===== src/pkg/pin_mux_pkg.sv =====
// Purpose: constants and types shared by the multifunction pin multiplexer
// Assumes: 8-bit configuration index space reached over a plain register port
// Notes: register offsets are configuration indexes, used as register addresses

package pin_mux_pkg;

  ////////////////////////////////////////////////////////////////////////////
  // register indexes
  localparam logic [7:0] IDX_SELECT_A = 8'h3C;
  localparam logic [7:0] IDX_SELECT_B = 8'h3D;
  localparam logic [7:0] IDX_OUT_DATA = 8'h3E;
  localparam logic [7:0] IDX_IN_LEVELS = 8'h3F;
  localparam logic [7:0] IDX_MISC_CTRL = 8'h3B;

  ////////////////////////////////////////////////////////////////////////////
  // select register A field positions (low bit of each 2-bit field)
  localparam int POS_CLAIM_ONE_SEL = 0;
  localparam int POS_CLAIM_TWO_SEL = 2;
  localparam int POS_PIN_A_SEL = 4;
  localparam int POS_PIN_B_SEL = 6;
  // select register B field positions
  localparam int POS_ROW6_SEL = 0;
  localparam int POS_ROW7_SEL = 2;
  localparam int POS_PIN_C_SEL = 4;
  localparam int POS_PIN_D_SEL = 6;

  // output-data register bit positions
  localparam int POS_OUT_ROW6 = 0;
  localparam int POS_OUT_ROW7 = 1;
  localparam int POS_OUT_PIN_B = 2;
  localparam int POS_OUT_PIN_C = 3;
  localparam int POS_OUT_PIN_D = 4;
  localparam int POS_OUT_FLUSH = 5;
  localparam int POS_FLUSH_FUNC_LO = 6;
  localparam int POS_FLUSH_FUNC_HI = 7;

  // input-levels register bit positions
  localparam int POS_IN_CLAIM_ZERO = 0;
  localparam int POS_IN_CLAIM_ONE = 1;
  localparam int POS_IN_PIN_A = 2;
  localparam int POS_IN_MOUSE_CLK = 4;
  localparam int POS_IN_MOUSE_DATA = 5;

  // misc control bit positions
  localparam int POS_MOUSE_ENABLE = 0;
  localparam int POS_STOP_PIN_SPEED = 1;

  ////////////////////////////////////////////////////////////////////////////
  // reset values
  localparam logic [7:0] RST_SELECT_A = 8'h00;
  localparam logic [7:0] RST_SELECT_B = 8'h00;
  localparam logic [7:0] RST_OUT_DATA = 8'h3F;
  localparam logic [7:0] RST_MISC_CTRL = 8'h00;
  localparam logic [7:0] RD_UNMAPPED = 8'h00;

  ////////////////////////////////////////////////////////////////////////////
  // function codes of a two-bit select field
  typedef enum logic [1:0] {
    FUNC_FIRST,
    FUNC_SECOND,
    FUNC_THIRD,
    FUNC_FOURTH
  } func_sel_t;

endpackage : pin_mux_pkg


===== src/rtl/multifunction_pin_mux.sv =====
// Purpose: multifunction pin multiplexer with its select and data registers
// Assumes: 40 MHz clk_in; all pin inputs synchronous to clk_in
// Notes: pin paths are combinational so decode timing reaches the pins unchanged

`timescale 1ns/10ps

module multifunction_pin_mux
  import pin_mux_pkg::*;
#(
  parameter int ADDR_W = 8
) (
  input wire logic clk_in,
  input wire logic arst_n_in,
  // register port
  input wire logic [ADDR_W-1:0] reg_addr_in,
  input wire logic [7:0] reg_wdata_in,
  input wire logic reg_wr_in,
  input wire logic reg_rd_in,
  output logic [7:0] reg_rdata_out,
  // multifunction input pins
  input wire logic local_claim_zero_n_in,
  input wire logic claim_one_pin_in,
  input wire logic claim_two_pin_in,
  input wire logic multi_pin_a_in,
  input wire logic mouse_clk_pin_in,
  input wire logic mouse_data_pin_in,
  // internal sources of selectable functions
  input wire logic pmd_write_through_in,
  input wire logic bios_write_through_in,
  input wire logic write_protect_n_in,
  input wire logic cache_ram_select_in,
  input wire logic dram_chip_select_n_in,
  input wire logic row_strobe_six_n_in,
  input wire logic row_strobe_seven_n_in,
  input wire logic flush_n_in,
  input wire logic io_decode_zero_n_in,
  input wire logic io_decode_one_n_in,
  input wire logic mem_decode_zero_hit_in,
  input wire logic mem_decode_one_hit_in,
  input wire logic [15:0] cpu_addr_in,
  input wire logic at_cycle_active_in,
  input wire logic dma_master_grant_n_in,
  input wire logic mouse_irq_in,
  input wire logic io_cycle_in,
  input wire logic stop_clock_n_in,
  input wire logic slow_clock_req_in,
  input wire logic mouse_clk_drive_low_in,
  input wire logic mouse_data_drive_low_in,
  input wire logic dram_addr_bit12_in,
  // multifunction output pins
  output logic multi_pin_b_out,
  output logic multi_pin_c_out,
  output logic multi_pin_d_out,
  output logic row_strobe_six_out,
  output logic row_strobe_seven_out,
  output logic flush_pin_out,
  output logic stop_clock_out,
  output logic mouse_clk_out,
  output logic mouse_clk_oe_out,
  output logic mouse_data_out,
  output logic mouse_data_oe_out,
  output logic dram_addr_bit12_out,
  // decoded inputs toward internal logic
  output logic local_claim_n_out,
  output logic time_base_out,
  output logic keyboard_lock_out,
  output logic pm_event_zero_out,
  output logic pm_event_one_out,
  output logic io_to_xd_out,
  output logic mouse_irq_to_link_out
);

  ////////////////////////////////////////////////////////////////////////////
  // elaboration checks
  if (ADDR_W < 6) begin : g_addr_check
    $error("ADDR_W too small to reach the register indexes");
  end

  // package slips must stop elaboration, not reach the pins
  if (((1 << POS_CLAIM_ONE_SEL) | (1 << POS_CLAIM_TWO_SEL) |
      (1 << POS_PIN_A_SEL) | (1 << POS_PIN_B_SEL)) != 32'h55) begin : g_sel_a_check
    $error("select A fields overlap or stray");
  end

  if (((1 << POS_ROW6_SEL) | (1 << POS_ROW7_SEL) |
      (1 << POS_PIN_C_SEL) | (1 << POS_PIN_D_SEL)) != 32'h55) begin : g_sel_b_check
    $error("select B fields overlap or stray");
  end

  // six levels plus two flush function bits fill the byte
  if (((1 << POS_OUT_ROW6) | (1 << POS_OUT_ROW7) | (1 << POS_OUT_PIN_B) |
      (1 << POS_OUT_PIN_C) | (1 << POS_OUT_PIN_D) | (1 << POS_OUT_FLUSH) |
      (1 << POS_FLUSH_FUNC_LO) | (1 << POS_FLUSH_FUNC_HI)) != 32'hFF) begin : g_out_check
    $error("output data bits overlap or stray");
  end

  if (POS_IN_CLAIM_ZERO > 7 || POS_IN_CLAIM_ONE > 7 || POS_IN_PIN_A > 7 ||
      POS_IN_MOUSE_CLK > 7 || POS_IN_MOUSE_DATA > 7) begin : g_in_range_check
    $error("input level bit outside the byte");
  end

  if ($countones((1 << POS_IN_CLAIM_ZERO) | (1 << POS_IN_CLAIM_ONE) | (1 << POS_IN_PIN_A) |
      (1 << POS_IN_MOUSE_CLK) | (1 << POS_IN_MOUSE_DATA)) != 5) begin : g_in_overlap_check
    $error("two input level bits overlap");
  end

  if (POS_MOUSE_ENABLE > 7 || POS_STOP_PIN_SPEED > 7 ||
      POS_MOUSE_ENABLE == POS_STOP_PIN_SPEED) begin : g_misc_check
    $error("control bits overlap or stray");
  end

  // a shared index would let one register shadow another
  if (IDX_SELECT_A == IDX_SELECT_B || IDX_SELECT_A == IDX_OUT_DATA ||
      IDX_SELECT_A == IDX_IN_LEVELS || IDX_SELECT_A == IDX_MISC_CTRL ||
      IDX_SELECT_B == IDX_OUT_DATA || IDX_SELECT_B == IDX_IN_LEVELS ||
      IDX_SELECT_B == IDX_MISC_CTRL || IDX_OUT_DATA == IDX_IN_LEVELS ||
      IDX_OUT_DATA == IDX_MISC_CTRL || IDX_IN_LEVELS == IDX_MISC_CTRL) begin : g_idx_check
    $error("two registers share an index");
  end

  if (ADDR_W < 8 && ((IDX_SELECT_A | IDX_SELECT_B | IDX_OUT_DATA | IDX_IN_LEVELS |
      IDX_MISC_CTRL) >> ADDR_W) != 8'h00) begin : g_idx_reach_check
    $error("an index lies beyond the address width");
  end

  // the muxes below rely on the code order of the select type
  if (FUNC_FIRST != 2'h0 || FUNC_SECOND != 2'h1 ||
      FUNC_THIRD != 2'h2 || FUNC_FOURTH != 2'h3) begin : g_code_check
    $error("function codes out of order");
  end

  if (RST_OUT_DATA[5:0] != 6'h3F) begin : g_out_reset_check
    $error("general outputs must reset high");
  end

  // every pin wakes in its first function, mouse pins as inputs
  if (RST_SELECT_A != 8'h00 || RST_SELECT_B != 8'h00 ||
      RST_OUT_DATA[7:6] != 2'h0 || RST_MISC_CTRL != 8'h00) begin : g_reset_check
    $error("select fields must reset to the first function");
  end

  if (RD_UNMAPPED != 8'h00) begin : g_unmapped_check
    $error("unmapped reads must return zero");
  end

  ////////////////////////////////////////////////////////////////////////////
  // state
  typedef struct packed {
    logic [7:0] select_a;
    logic [7:0] select_b;
    logic [7:0] out_data;
    logic [7:0] misc_ctrl;
    logic [7:0] rd_data;
  } state_t;

  state_t state_ff;
  state_t nxt_state;
  logic [1:0] rst_sync_ff;
  logic rst_n;

  // reset release through two flops so the struct leaves reset cleanly
  always_ff @(posedge clk_in or negedge arst_n_in) begin
    if (!arst_n_in) begin
      rst_sync_ff <= 2'h0;
    end else begin
      rst_sync_ff <= {rst_sync_ff[0], 1'b1};
    end
  end
  assign rst_n = rst_sync_ff[1];

  ////////////////////////////////////////////////////////////////////////////
  // field extraction
  func_sel_t sel_claim_one;
  func_sel_t sel_claim_two;
  func_sel_t sel_pin_a;
  func_sel_t sel_pin_b;
  func_sel_t sel_row6;
  func_sel_t sel_row7;
  func_sel_t sel_pin_c;
  func_sel_t sel_pin_d;
  func_sel_t sel_flush;
  logic [7:0] in_levels;
  logic [ADDR_W-1:0] idx;

  assign sel_claim_one = func_sel_t'(state_ff.select_a[POS_CLAIM_ONE_SEL +: 2]);
  assign sel_claim_two = func_sel_t'(state_ff.select_a[POS_CLAIM_TWO_SEL +: 2]);
  assign sel_pin_a = func_sel_t'(state_ff.select_a[POS_PIN_A_SEL +: 2]);
  assign sel_pin_b = func_sel_t'(state_ff.select_a[POS_PIN_B_SEL +: 2]);
  assign sel_row6 = func_sel_t'(state_ff.select_b[POS_ROW6_SEL +: 2]);
  assign sel_row7 = func_sel_t'(state_ff.select_b[POS_ROW7_SEL +: 2]);
  assign sel_pin_c = func_sel_t'(state_ff.select_b[POS_PIN_C_SEL +: 2]);
  assign sel_pin_d = func_sel_t'(state_ff.select_b[POS_PIN_D_SEL +: 2]);
  assign sel_flush = func_sel_t'({state_ff.out_data[POS_FLUSH_FUNC_HI],
                                  state_ff.out_data[POS_FLUSH_FUNC_LO]});

  // raw levels, independent of the selected functions
  always_comb begin
    in_levels = 8'h00;
    in_levels[POS_IN_CLAIM_ZERO] = local_claim_zero_n_in;
    in_levels[POS_IN_CLAIM_ONE] = claim_one_pin_in;
    in_levels[POS_IN_PIN_A] = multi_pin_a_in;
    in_levels[POS_IN_MOUSE_CLK] = mouse_clk_pin_in;
    in_levels[POS_IN_MOUSE_DATA] = mouse_data_pin_in;
  end

  ////////////////////////////////////////////////////////////////////////////
  // register next state
  always_comb begin
    nxt_state = state_ff;
    idx = reg_addr_in;
    if (reg_wr_in) begin
      if (idx == ADDR_W'(IDX_SELECT_A)) begin
        nxt_state.select_a = reg_wdata_in;
      end else if (idx == ADDR_W'(IDX_SELECT_B)) begin
        nxt_state.select_b = reg_wdata_in;
      end else if (idx == ADDR_W'(IDX_OUT_DATA)) begin
        nxt_state.out_data = reg_wdata_in;
      end else if (idx == ADDR_W'(IDX_MISC_CTRL)) begin
        nxt_state.misc_ctrl = reg_wdata_in;
      end
    end
    // read data stands only in the cycle after the strobe
    nxt_state.rd_data = 8'h00;
    if (reg_rd_in) begin
      if (idx == ADDR_W'(IDX_SELECT_A)) begin
        nxt_state.rd_data = state_ff.select_a;
      end else if (idx == ADDR_W'(IDX_SELECT_B)) begin
        nxt_state.rd_data = state_ff.select_b;
      end else if (idx == ADDR_W'(IDX_OUT_DATA)) begin
        nxt_state.rd_data = state_ff.out_data;
      end else if (idx == ADDR_W'(IDX_IN_LEVELS)) begin
        nxt_state.rd_data = in_levels;
      end else if (idx == ADDR_W'(IDX_MISC_CTRL)) begin
        nxt_state.rd_data = state_ff.misc_ctrl;
      end else begin
        nxt_state.rd_data = RD_UNMAPPED;
      end
    end
  end

  always_ff @(posedge clk_in or negedge rst_n) begin
    if (!rst_n) begin
      state_ff.select_a <= RST_SELECT_A;
      state_ff.select_b <= RST_SELECT_B;
      state_ff.out_data <= RST_OUT_DATA;
      state_ff.misc_ctrl <= RST_MISC_CTRL;
      state_ff.rd_data <= 8'h00;
    end else begin
      state_ff <= nxt_state;
    end
  end

  assign reg_rdata_out = state_ff.rd_data;

  ////////////////////////////////////////////////////////////////////////////
  // shared function terms
  logic cache_policy;
  logic isa_enable;
  logic peripheral_io_select_n;
  logic mem_select_zero_n;
  logic mem_select_one_n;

  // kept combinational: must settle inside the first T2
  assign cache_policy = ~(pmd_write_through_in | bios_write_through_in);
  assign isa_enable = at_cycle_active_in | ~dma_master_grant_n_in;
  assign peripheral_io_select_n = |cpu_addr_in[15:10];
  assign mem_select_zero_n = ~mem_decode_zero_hit_in;
  assign mem_select_one_n = ~mem_decode_one_hit_in;

  ////////////////////////////////////////////////////////////////////////////
  // output pin muxes
  always_comb begin
    case (sel_pin_b)
      FUNC_FIRST: multi_pin_b_out = cache_policy;
      FUNC_SECOND: multi_pin_b_out = isa_enable;
      FUNC_THIRD: multi_pin_b_out = mouse_irq_in;
      FUNC_FOURTH: multi_pin_b_out = state_ff.out_data[POS_OUT_PIN_B];
      default: multi_pin_b_out = 1'b1;
    endcase
    case (sel_pin_c)
      FUNC_FIRST: multi_pin_c_out = write_protect_n_in;
      FUNC_SECOND: multi_pin_c_out = cache_ram_select_in;
      FUNC_THIRD: multi_pin_c_out = io_decode_zero_n_in;
      FUNC_FOURTH: multi_pin_c_out = state_ff.out_data[POS_OUT_PIN_C];
      default: multi_pin_c_out = 1'b1;
    endcase
    case (sel_pin_d)
      FUNC_FIRST: multi_pin_d_out = dram_chip_select_n_in;
      FUNC_SECOND: multi_pin_d_out = isa_enable;
      FUNC_THIRD: multi_pin_d_out = io_decode_one_n_in;
      FUNC_FOURTH: multi_pin_d_out = state_ff.out_data[POS_OUT_PIN_D];
      default: multi_pin_d_out = 1'b1;
    endcase
    // row 6 has no second function; left inactive high
    case (sel_row6)
      FUNC_FIRST: row_strobe_six_out = row_strobe_six_n_in;
      FUNC_THIRD: row_strobe_six_out = mem_select_zero_n;
      FUNC_FOURTH: row_strobe_six_out = state_ff.out_data[POS_OUT_ROW6];
      default: row_strobe_six_out = 1'b1;
    endcase
    case (sel_row7)
      FUNC_FIRST: row_strobe_seven_out = row_strobe_seven_n_in;
      FUNC_SECOND: row_strobe_seven_out = peripheral_io_select_n;
      FUNC_THIRD: row_strobe_seven_out = mem_select_one_n;
      FUNC_FOURTH: row_strobe_seven_out = state_ff.out_data[POS_OUT_ROW7];
      default: row_strobe_seven_out = 1'b1;
    endcase
    // reserved flush code parks the pin inactive high
    case (sel_flush)
      FUNC_FIRST: flush_pin_out = flush_n_in;
      FUNC_THIRD: flush_pin_out = io_decode_zero_n_in;
      FUNC_FOURTH: flush_pin_out = state_ff.out_data[POS_OUT_FLUSH];
      default: flush_pin_out = 1'b1;
    endcase
  end

  // stop pin: stop clock or external synthesizer speed select
  assign stop_clock_out = state_ff.misc_ctrl[POS_STOP_PIN_SPEED]
                        ? slow_clock_req_in
                        : stop_clock_n_in;

  // mouse pins open-collector only while mouse enabled, else plain inputs
  assign mouse_clk_out = 1'b0;
  assign mouse_data_out = 1'b0;
  assign mouse_clk_oe_out = state_ff.misc_ctrl[POS_MOUSE_ENABLE] & mouse_clk_drive_low_in;
  assign mouse_data_oe_out = state_ff.misc_ctrl[POS_MOUSE_ENABLE] & mouse_data_drive_low_in;

  assign dram_addr_bit12_out = dram_addr_bit12_in;
  // mouse interrupt goes over the link unless pin B carries it
  assign mouse_irq_to_link_out = (sel_pin_b != FUNC_THIRD) & mouse_irq_in;

  ////////////////////////////////////////////////////////////////////////////
  // input pin decodes
  logic claim_one_n;
  logic claim_two_n;

  // unselected claim pins read as idle so they cannot fake a claim
  assign claim_one_n = (sel_claim_one == FUNC_SECOND) ? claim_one_pin_in : 1'b1;
  assign claim_two_n = (sel_claim_two == FUNC_SECOND) ? claim_two_pin_in : 1'b1;
  assign local_claim_n_out = local_claim_zero_n_in & claim_one_n & claim_two_n;

  assign time_base_out = ((sel_claim_one == FUNC_THIRD) & claim_one_pin_in)
                       | ((sel_pin_a == FUNC_SECOND) & multi_pin_a_in);
  // keyboard controller ignores keys while low; idle high when unselected
  assign keyboard_lock_out = (sel_claim_two == FUNC_THIRD) ? claim_two_pin_in : 1'b1;
  assign pm_event_one_out = (sel_claim_two == FUNC_FOURTH) & claim_two_pin_in;
  assign pm_event_zero_out = (sel_pin_a == FUNC_FOURTH) & multi_pin_a_in;
  // memory and local-bus cycles are never steered
  assign io_to_xd_out = (sel_pin_a == FUNC_THIRD) & ~multi_pin_a_in & io_cycle_in;

endmodule : multifunction_pin_mux


===== config.mk =====
export PLATFORM = sky130hd
export DESIGN_NAME = multifunction_pin_mux
export DESIGN_NICKNAME = d
export VERILOG_FILES = /design/src/pkg/pin_mux_pkg.sv /design/src/rtl/multifunction_pin_mux.sv
export SDC_FILE = /design/constraint.sdc
export NUM_CORES = 1
export LEC_CHECK = 0
export ABC_AREA = 1
export BUFFER_PORTS_ARGS = -buffer_cell sky130_fd_sc_hd__buf_4
export CORE_MARGIN = 2
export CORE_UTILIZATION = 45
export DETAILED_ROUTE_END_ITERATION = 10
export HOLD_SLACK_MARGIN = 0.12
export PLACE_DENSITY_LB_ADDON = 0.1
export SKIP_LAST_GASP = 1
export SLEW_MARGIN = 5
export SYNTH_ARGS = -nofsm -noshare
export SYNTH_HDL_FRONTEND = slang
export SYNTH_SLANG_ARGS = --single-unit

===== constraint.sdc =====
create_clock -name clk_in -period 1.35 [get_ports clk_in]
set_input_delay 0.0675 -clock clk_in [delete_from_list [all_inputs] [get_ports clk_in]]
set_output_delay 0.0675 -clock clk_in [all_outputs]
set_load 0.02 [all_outputs]

; Yosys cells after proc, flatten, opt, wreduce, memory -nomap -nowiden
; Index checks and enable logic that the tools add are counted.
[classes]
reduce_logical = 11
mux = 16
n_eq_ne = 30
bitwise_logic = 22
[ops]
columns = operator, count
row1 = 2-to-1 mux 8 bit, 6
row2 = == test 8 x 6 -> 1 bit (second input constant), 5
row3 = == test 2 bit (second input constant), 17
row4 = one-hot mux 1 bit (4 select lines), 4
row5 = == test 2 x 1 -> 1 bit (second input constant), 7
row6 = logical NOT 2 bit, 6
row7 = AND 1 bit, 11
row8 = NOT 1 bit, 8
row9 = one-hot mux 1 bit (3 select lines), 2
row10 = OR reduction 6 bit, 1
row11 = AND reduction 5 bit, 1
row12 = 2-to-1 mux 1 bit, 4
row13 = AND reduction 4 bit, 1
row14 = bitwise OR 1 bit, 3
row15 = AND reduction 3 bit, 1
row16 = inequality test 2 bit (second input constant), 1
row17 = AND reduction 2 bit, 1
[totals]
elab_cells = 85
out_inout_bits = 27
input_bits = 63
reg_bits = 42

; Longest topological paths before layout
; Gate-level depths: netlist of run 1.
[logic_depth]
depth_word = 7
mapped_depth = 8
mapped_depth_nobuf = 7

; Worst setup path before layout of run 1
; Ideal clock, no wire load.
[synth_path]
path_kind = reg2out
startpoint = register state_ff (netlist bit sel_pin_c[0])
endpoint = output multi_pin_c_out
arrival_time_ns = 1.065
stages_incl_launch_ff = 4
required_time_ns = 1.283
slack_ns = 0.217
path_buffers = 0
path_cell_list = dfrtp_1 -> inv_1 -> nor2_1 -> o32ai_1
[synth_via]
elab_chain_cells = 2
elab_cells_between_ends = 5
cone_classes = eq/ne (3) / mux (1) / reduce/logical (1)
[synth_rtl]
columns = item, line
row1 = start: declaration, multifunction_pin_mux.sv:156  ; state_t state_ff;
row2 = start signal: assignment, multifunction_pin_mux.sv:249  ; state_ff <= nxt_state;
row3 = "== test 2 bit, or another cell as far along", multifunction_pin_mux.sv:280  ; case (sel_pin_c)
row4 = one-hot mux 1 bit (4 select lines) (*), multifunction_pin_mux.sv:280
row5 = end: declaration, multifunction_pin_mux.sv:52  ; output logic multi_pin_c_out,
; Every way passes the cells marked *; elsewhere a longest branch is shown, timed or not.

; Final worst setup path of run 1
[layout_path]
startpoint = register state_ff[17] (netlist bit)
endpoint = output row_strobe_seven_out
[layout_via]
elab_chain_cells = 1
[layout_rtl]
columns = item, line
row1 = one-hot mux 1 bit (4 select lines), multifunction_pin_mux.sv:301  ; case (sel_row7)
row2 = end: declaration, multifunction_pin_mux.sv:55  ; output logic row_strobe_seven_out,
; No other way between the ends.

==> impl_metrics.csv, run 1 <==
group,metric,value,unit
global_routing,grt_pass1_vias,2090,
global_routing,grt_start_max_net_pins,41,
setup_path,path_cells,"nor2_1 > a31oi_1 > nor2_1 > nor2_1 > buf_4",
detailed_routing,drt_iter0_drcs,124,
setup_path,timing.critical_path.buf_inv,1,
layout,final_net_count,456,
timing,rsz0062_at_grt,"true",
power,power.static_leakage,1.78,nW
power,part_of_the_power_in_the_clock_network,37.1,%
setup_path,critical_path_class,"flip-flop to output pin",
place,post-place-ws,46.6,ps
setup_path,critical_path.endpoint_type,"output pin",
timing,whs,135,ps
min_path,min_path_type,"primary input to flip-flop",
power,seqPwrFrac,43.2,%
floorplan,chipWidth,78.3,um
layout,nFillCells,492,
timing,fin_ws,-32.2,ps
timing,final.period_utilization,102,%
floorplan,starting_density_of_the_core,45.9,%
detailed_routing,wl_per_cell,12.9,um
floorplan,die_h,78.3,um
detailed_routing,postRouteAntennaNets,0,
place,hpwlAfterDp,4.55,mm
yosys,syn_area_per_cell,8.22,um^2
power,p_sw_share,25.9,%
detailed_routing,via_count,2263,
timing,hold_violations_final,0,
setup_path,worst_path_most_repeated_cell,"nor2_1",
clock_network,clock_buffers_created_by_tritoncts,5,
place,instance_count_after_placement_with_tap_cells_included,441,
yosys,ys_warn_count,0,
global_routing,grt_antenna_before_repair,0,
power,power.combinational.fraction,19.7,%
layout,layout_commonest_cell,"buf_4",
power,vdd_drop_max,0.000645,V
clock_network,insertion_delay,300,ps
yosys,yosys_register_bits,42,
detailed_routing,route.detailed.vias_per_inst,4.86,
floorplan,fp-row-count,27,
setup_path,worst_path_largest_cell_delay,540,ps
detailed_routing,dr.pass1.iters,4,
yosys,synth.yosys.seq_area_share,42.6,%
yosys,synth_top_cells_by_area,"dfrtp_1, nand2_1, nand3_1, dfstp_2, inv_1",
yosys,synth_top_area_share,36.3,%
place,gp_congestion,0.818,
yosys,synthesized_cell_area,2480,um^2
floorplan,num_io_pins,90,
setup_path,cell_type_group_with_the_largest_total_delay_on_the_critical_path,"flip-flops",
power,net-switching-power,0.000838,W
status,status,"finished with violations",
yosys,yosys.area.top_type,"dfrtp_1",
layout,finish.utilization,63.4,%
detailed_routing,routed_wirelength,6.03,mm
global_routing,track_usage,20.6,%
timing,finalClockSkew,5.06,ps
clock_network,clock_tree.htree_level_count,2,
setup_path,critical_path.startpoint_type,"flip-flop",
layout,commonest_non_fill_non_tap_cells_in_the_layout,"buf_4, nand2_1, nand3_1, dfrtp_1, inv_1",
timing,finalMaxSlewViolations,0,
timing,setup-violations-final,3,
yosys,post_synth_num_cell_types,33,
yosys,post_synth_inst_count,302,
place,placedInstanceArea,3080,um^2
setup_path,worstPathMaxFanout,2,
floorplan,floorplan.core_area,5410,um^2
setup_path,worst-endpoint-required,1280,ps
layout,drive_gt1_share,37.6,%
timing,layout_min_cycle_time,1380,ps
clock_network,clockBufferDepth,2,
clock_network,root_driver,"clkbuf_8",
global_routing,globalRouteOverflowTotal,0,
timing,fmax,0.723,GHz
power,power-per-cell-area,941,nW/um^2
power,p_int,0.00239,W
clock_network,clkTransAtPathRegs,80,ps
status,failed_checks,"setup timing",
clock_network,sink_count_of_the_clock_tree,42,
place,place.port_buffers,75,
layout,area.growth.synth_to_final,38.1,%
setup_path,arrival,1310,ps
clock_network,tritoncts,"yes",
global_routing,grt_pass1_wl,9.89,mm
floorplan,die_area,6130,um^2
setup_path,slowest_stage_cell_cp,"dfstp_2",
detailed_routing,drt_drc_violations_left,0,
layout,finalInstanceArea,3430,um^2
layout,antenna_cells,0,
layout,stdcell_count,466,
flow_run,max-cap-violations,0,
-- registers in the layout, indices dropped and copies added, names as in the netlist --
register       flops
sel_row6           2
rst_sync_ff        2
sel_pin_b          2
sel_pin_a          2
state_ff          14
sel_pin_c          2
reg_rdata_out      8
sel_flush          2
sel_pin_d          2
sel_claim_one      2
sel_claim_two      2
sel_row7           2
-- tightest hold or removal path: cells and delay by family --
kind / cells / cell delay (ps)
AO/OA/AOI/OAI: 1 / 70
buffers and inverters: 2 / 190
AND/OR/NAND/NOR: 1 / 70
-- per-stage QoR --
stage / power [W] / TNS (ps)
2_1_floorplan: 0.00171 / 0
3_3_place_gp: 0.00197 / 0
3_5_place_dp: 0.00198 / 0
4_1_cts: 0.00323 / -86.3
5_1_grt: 0.00338 / -394
6_report: 0.00323 / -72.1
-- synthesized netlist by cell type --
cell type  instances
a211oi_1           1
a21boi_0           1
a21oi_1            4
a21oi_2            4
a31oi_1            3
buf_12             1
buf_2              4
buf_4             12
buf_6              2
conb_1             2
dfrtp_1           36
dfstp_2            6
inv_1             34
inv_2              1
nand2_1           55
nand2_2            4
nand2_4            2
nand3_1           36
nand3_4            1
nand4_1            5
nor2_1            29
nor2_4             2
nor2_8             4
nor3_1             4
nor3_2             1
nor3_4             1
o211ai_1           1
o21a_1             8
o21ai_0           14
o21ai_1           11
o21ai_2           10
o32ai_1            2
or2_2              1
-- metal layers --
layer | track usage (%) | part of all wire, % | wire [um] | vias up
met5 | 0 | 0 | 0 | -
met4 | 3.68 | 0.58 | 35 | 0
met3 | 3.91 | 5.9 | 353 | 5
met2 | 30.6 | 46 | 2760 | 71
met1 | 31.5 | 48 | 2890 | 1027
li1 | - | - | - | 1160
-- path summary, 6_finish.rpt --
check,depth (start not counted),start,slack [ps],end
max in group asynchronous,3,arst_n_in,610,rst_sync_ff[0]
max,5,state_ff[17],-30,row_strobe_seven_out
min in group asynchronous,1,rst_sync_ff[1],250,sel_row6[1]
min,4,reg_addr_in[1],140,reg_rdata_out[7]
min reg2reg,1,rst_sync_ff[1],250,sel_row6[1]
max reg2reg,5,state_ff[21],320,reg_rdata_out[5]
-- kinds of logic after synthesis --
logic type	share of synthesized area, %
buffers and inverters	11.4
other	0.302
AOI/OAI and AO/OA	15.6
DFF	42.6
and+or+nand+nor	30.1
-- layout make-up --
cell class,count,area [um^2],area share (%)
Timing Repair Buffer,102,813,23.7
Inverter,35,131,3.83
Tap cell,72,90.1,2.63
Clock inverter,3,68.8,2.01
Multi-Input combinational cell,207,1200,35.0
Clock buffer,5,68.8,2.01
Sequential cell,42,1060,30.9
-- power groups by stage --
stage                     Combinational [W]  Clock [W]  Sequential, W
after floorplan                    0.000291          0        0.00142
after global placement             0.000551          0        0.00142
after detailed placement           0.000559          0        0.00142
after CTS                          0.000609    0.00122        0.00139
after global routing               0.000697    0.00127        0.00141
final                              0.000636    0.00120        0.00139
-- what timing repair did --
item	CTS	global route
hold buffers	11	0
endpoints found under the hold margin	35	0
resized for setup	10	11
pin swaps	2	6
setup endpoints to repair	6	7
buffers inserted	3	3
Power figures use the tool's default switching activity.
==> run 2: changes to the inputs <==
--- a/config.mk
+++ b/config.mk
@@ -10,8 +10,9 @@
 export CORE_MARGIN = 2
 export CORE_UTILIZATION = 45
 export DETAILED_ROUTE_END_ITERATION = 10
+export GPL_TIMING_DRIVEN = 0
 export HOLD_SLACK_MARGIN = 0.12
-export PLACE_DENSITY_LB_ADDON = 0.1
+export PLACE_DENSITY_LB_ADDON = 0.3
 export SKIP_LAST_GASP = 1
 export SLEW_MARGIN = 5
 export SYNTH_ARGS = -nofsm -noshare
==> run 2 against run 1 <==
- the flow still finishes with violations (setup timing)
- sequential power about the same
- combinational power increased by 1%
- clock power decreased by 37%
- via count increased by 4.5%
- non-clock buffer count increased by 13
- cell area increased by 1.3%
- register-to-register slack about the same
- total power decreased by 13%
- sequential cell count unchanged
- die area unchanged
- sequential share of layout area decreased by 0.38 points
- critical path type unchanged
- largest cell class unchanged
==> impl_metrics.csv, run 2 (synthesis results as in run 1) <==
group,metric,value,unit
detailed_routing,drt_drc_violations_left,0,
flow_run,max-cap-violations,0,
timing,whs,140,ps
timing,max-slew-margin-rel,66.7,%
clock_network,clockBufferDepth,2,
layout,finalInstanceArea,3480,um^2
global_routing,globalRouteOverflowTotal,0,
layout,area.growth.synth_to_final,39.9,%
status,status,"finished with violations",
global_routing,grt_pass1_wl,10.4,mm
detailed_routing,dr.pass1.iters,4,
min_path,min_path_type,"primary input to flip-flop",
power,post-layout-total-power,0.00281,W
setup_path,timing.rr.end,"reg_rdata_out[1]",
setup_path,critPathLaunch,"state_ff[17]",
timing,final.period_utilization,101,%
global_routing,track_usage,21.3,%
setup_path,worstPathMaxFanout,2,
timing,finalMaxSlewViolations,0,
timing,fin_ws,-18.7,ps
place,post-place-ws,39.8,ps
clock_network,sink_count_of_the_clock_tree,42,
layout,drive_gt1_share,38.6,%
setup_path,worst-endpoint-required,1280,ps
floorplan,chipWidth,78.3,um
place,hpwlAfterDp,4.84,mm
clock_network,tritoncts,"yes",
timing,layout_min_cycle_time,1370,ps
layout,antenna_cells,0,
setup_path,critical_path.startpoint_type,"flip-flop",
setup_path,worstSetupEndpoint,"row_strobe_seven_out",
power,power-per-cell-area,807,nW/um^2
floorplan,die_area,6130,um^2
clock_network,clkTransAtPathRegs,80,ps
detailed_routing,wl_per_cell,12.9,um
detailed_routing,route.detailed.vias_per_inst,4.94,
clock_network,clock_tree.htree_level_count,2,
clock_network,insertion_delay,290,ps
layout,max_flop_register,"state_ff",
clock_network,clock_buffers_created_by_tritoncts,5,
floorplan,fp-row-count,27,
detailed_routing,via_count,2364,
timing,hold_violations_final,0,
place,placedInstanceArea,3170,um^2
timing,rsz0062_at_grt,"true",
setup_path,critical_path.endpoint_type,"output pin",
timing,setup-violations-final,2,
global_routing,grt_pass1_vias,2301,
layout,final_net_count,469,
layout,finish.utilization,64.3,%
status,failed_checks,"setup timing",
min_path,worstHoldStart,"reg_addr_in[1]",
detailed_routing,drt_iter0_drcs,107,
global_routing,grt_start_max_net_pins,37,
clock_network,root_driver,"clkbuf_8",
setup_path,regToRegStartpoint,"state_ff[17]",
detailed_routing,postRouteAntennaNets,0,
power,power.static_leakage,1.82,nW
timing,slew_at_the_pin_closest_to_its_max_slew_limit,499,ps
place,gp_congestion,0.877,
floorplan,die_h,78.3,um
floorplan,floorplan.core_area,5410,um^2
timing,finalClockSkew,6.14,ps
setup_path,timing.reg2reg.setup_slack,320,ps
setup_path,arrival,1300,ps
layout,flip_flop_count_of_the_largest_register_all_copies_and_words_added,14,
layout,layout_commonest_cell,"buf_4",
setup_path,critical_path_class,"flip-flop to output pin",
layout,commonest_non_fill_non_tap_cells_in_the_layout,"buf_4, nand2_1, nand3_1",
global_routing,grt_antenna_before_repair,0,
power,vdd_drop_max,0.000575,V
setup_path,worst_r2r_path_depth,5,
floorplan,starting_density_of_the_core,45.9,%
timing,fmax,0.731,GHz
detailed_routing,routed_wirelength,6.19,mm
floorplan,num_io_pins,90,
place,place.port_buffers,76,
-- run 2: through the flow --
stage / std cells / setup TNS [ps]
6_report: 479 / -25.3
5_1_grt: 479 / -238
4_1_cts: 476 / -53.2
3_5_place_dp: 452 / 0
3_3_place_gp: 451 / -12440
2_1_floorplan: 303 / 0
-- run 2: timing repair --
item,in CTS,in global routing
gates resized for setup,6,12
buffers inserted,4,3
hold buffers,12,0
endpoints found under the hold margin,36,0
cloned,0,0
pin swaps,2,3
endpoints found under the setup margin,4,6
-- run 2: per-layer routing --
| metal | up-vias | part of all wire (%) | GRT usage, % |
|---|---|---|---|
| met1 | 1094 | 43 | 26.7 |
| met2 | 73 | 50 | 38.1 |
| met3 | 9 | 5.5 | 3.56 |
| met4 | 0 | 1.5 | 5.61 |
| met5 | - | 0 | 0 |
| li1 | 1188 | - | - |
-- run 2: worst max-delay path: stages, from the launching register on --
cell     delay, ps
dfstp_2        550
nor2_1          50
a31oi_1        130
nor2_1          50
nor2_1          90
buf_4          150
-- run 2: cell type report --
| cell class | count | area (um^2) |
|---|---|---|
| multi-input cells | 207 | 1190 |
| plain buffers | 19 | 153 |
| well taps | 72 | 90.1 |
| flip-flops and latches | 42 | 1060 |
| clock inverters | 2 | 10.0 |
| repair buffers | 96 | 771 |
| inverters | 35 | 131 |
| fillers | 488 | 1930 |
| clock buffers | 6 | 72.6 |
-- run 2: how the worst min path moves through the flow --
stage	end	slack (ps)	cells past startpoint
after floorplan	rst_sync_ff[0]	-230	0
after global placement	rst_sync_ff[0]	-150	1
after detailed placement	rst_sync_ff[0]	-150	1
after CTS	reg_rdata_out[7]	130	4
after global routing	reg_rdata_out[7]	160	4
final	reg_rdata_out[7]	140	4
-- run 2: where the power goes --
| part | total, W | internal, W | switching [W] |
|---|---|---|---|
| registers | 0.00140 | 0.00134 | 0.0000591 |
| logic | 0.000645 | 0.000318 | 0.000327 |
| clock network | 0.000761 | 0.000358 | 0.000403 |
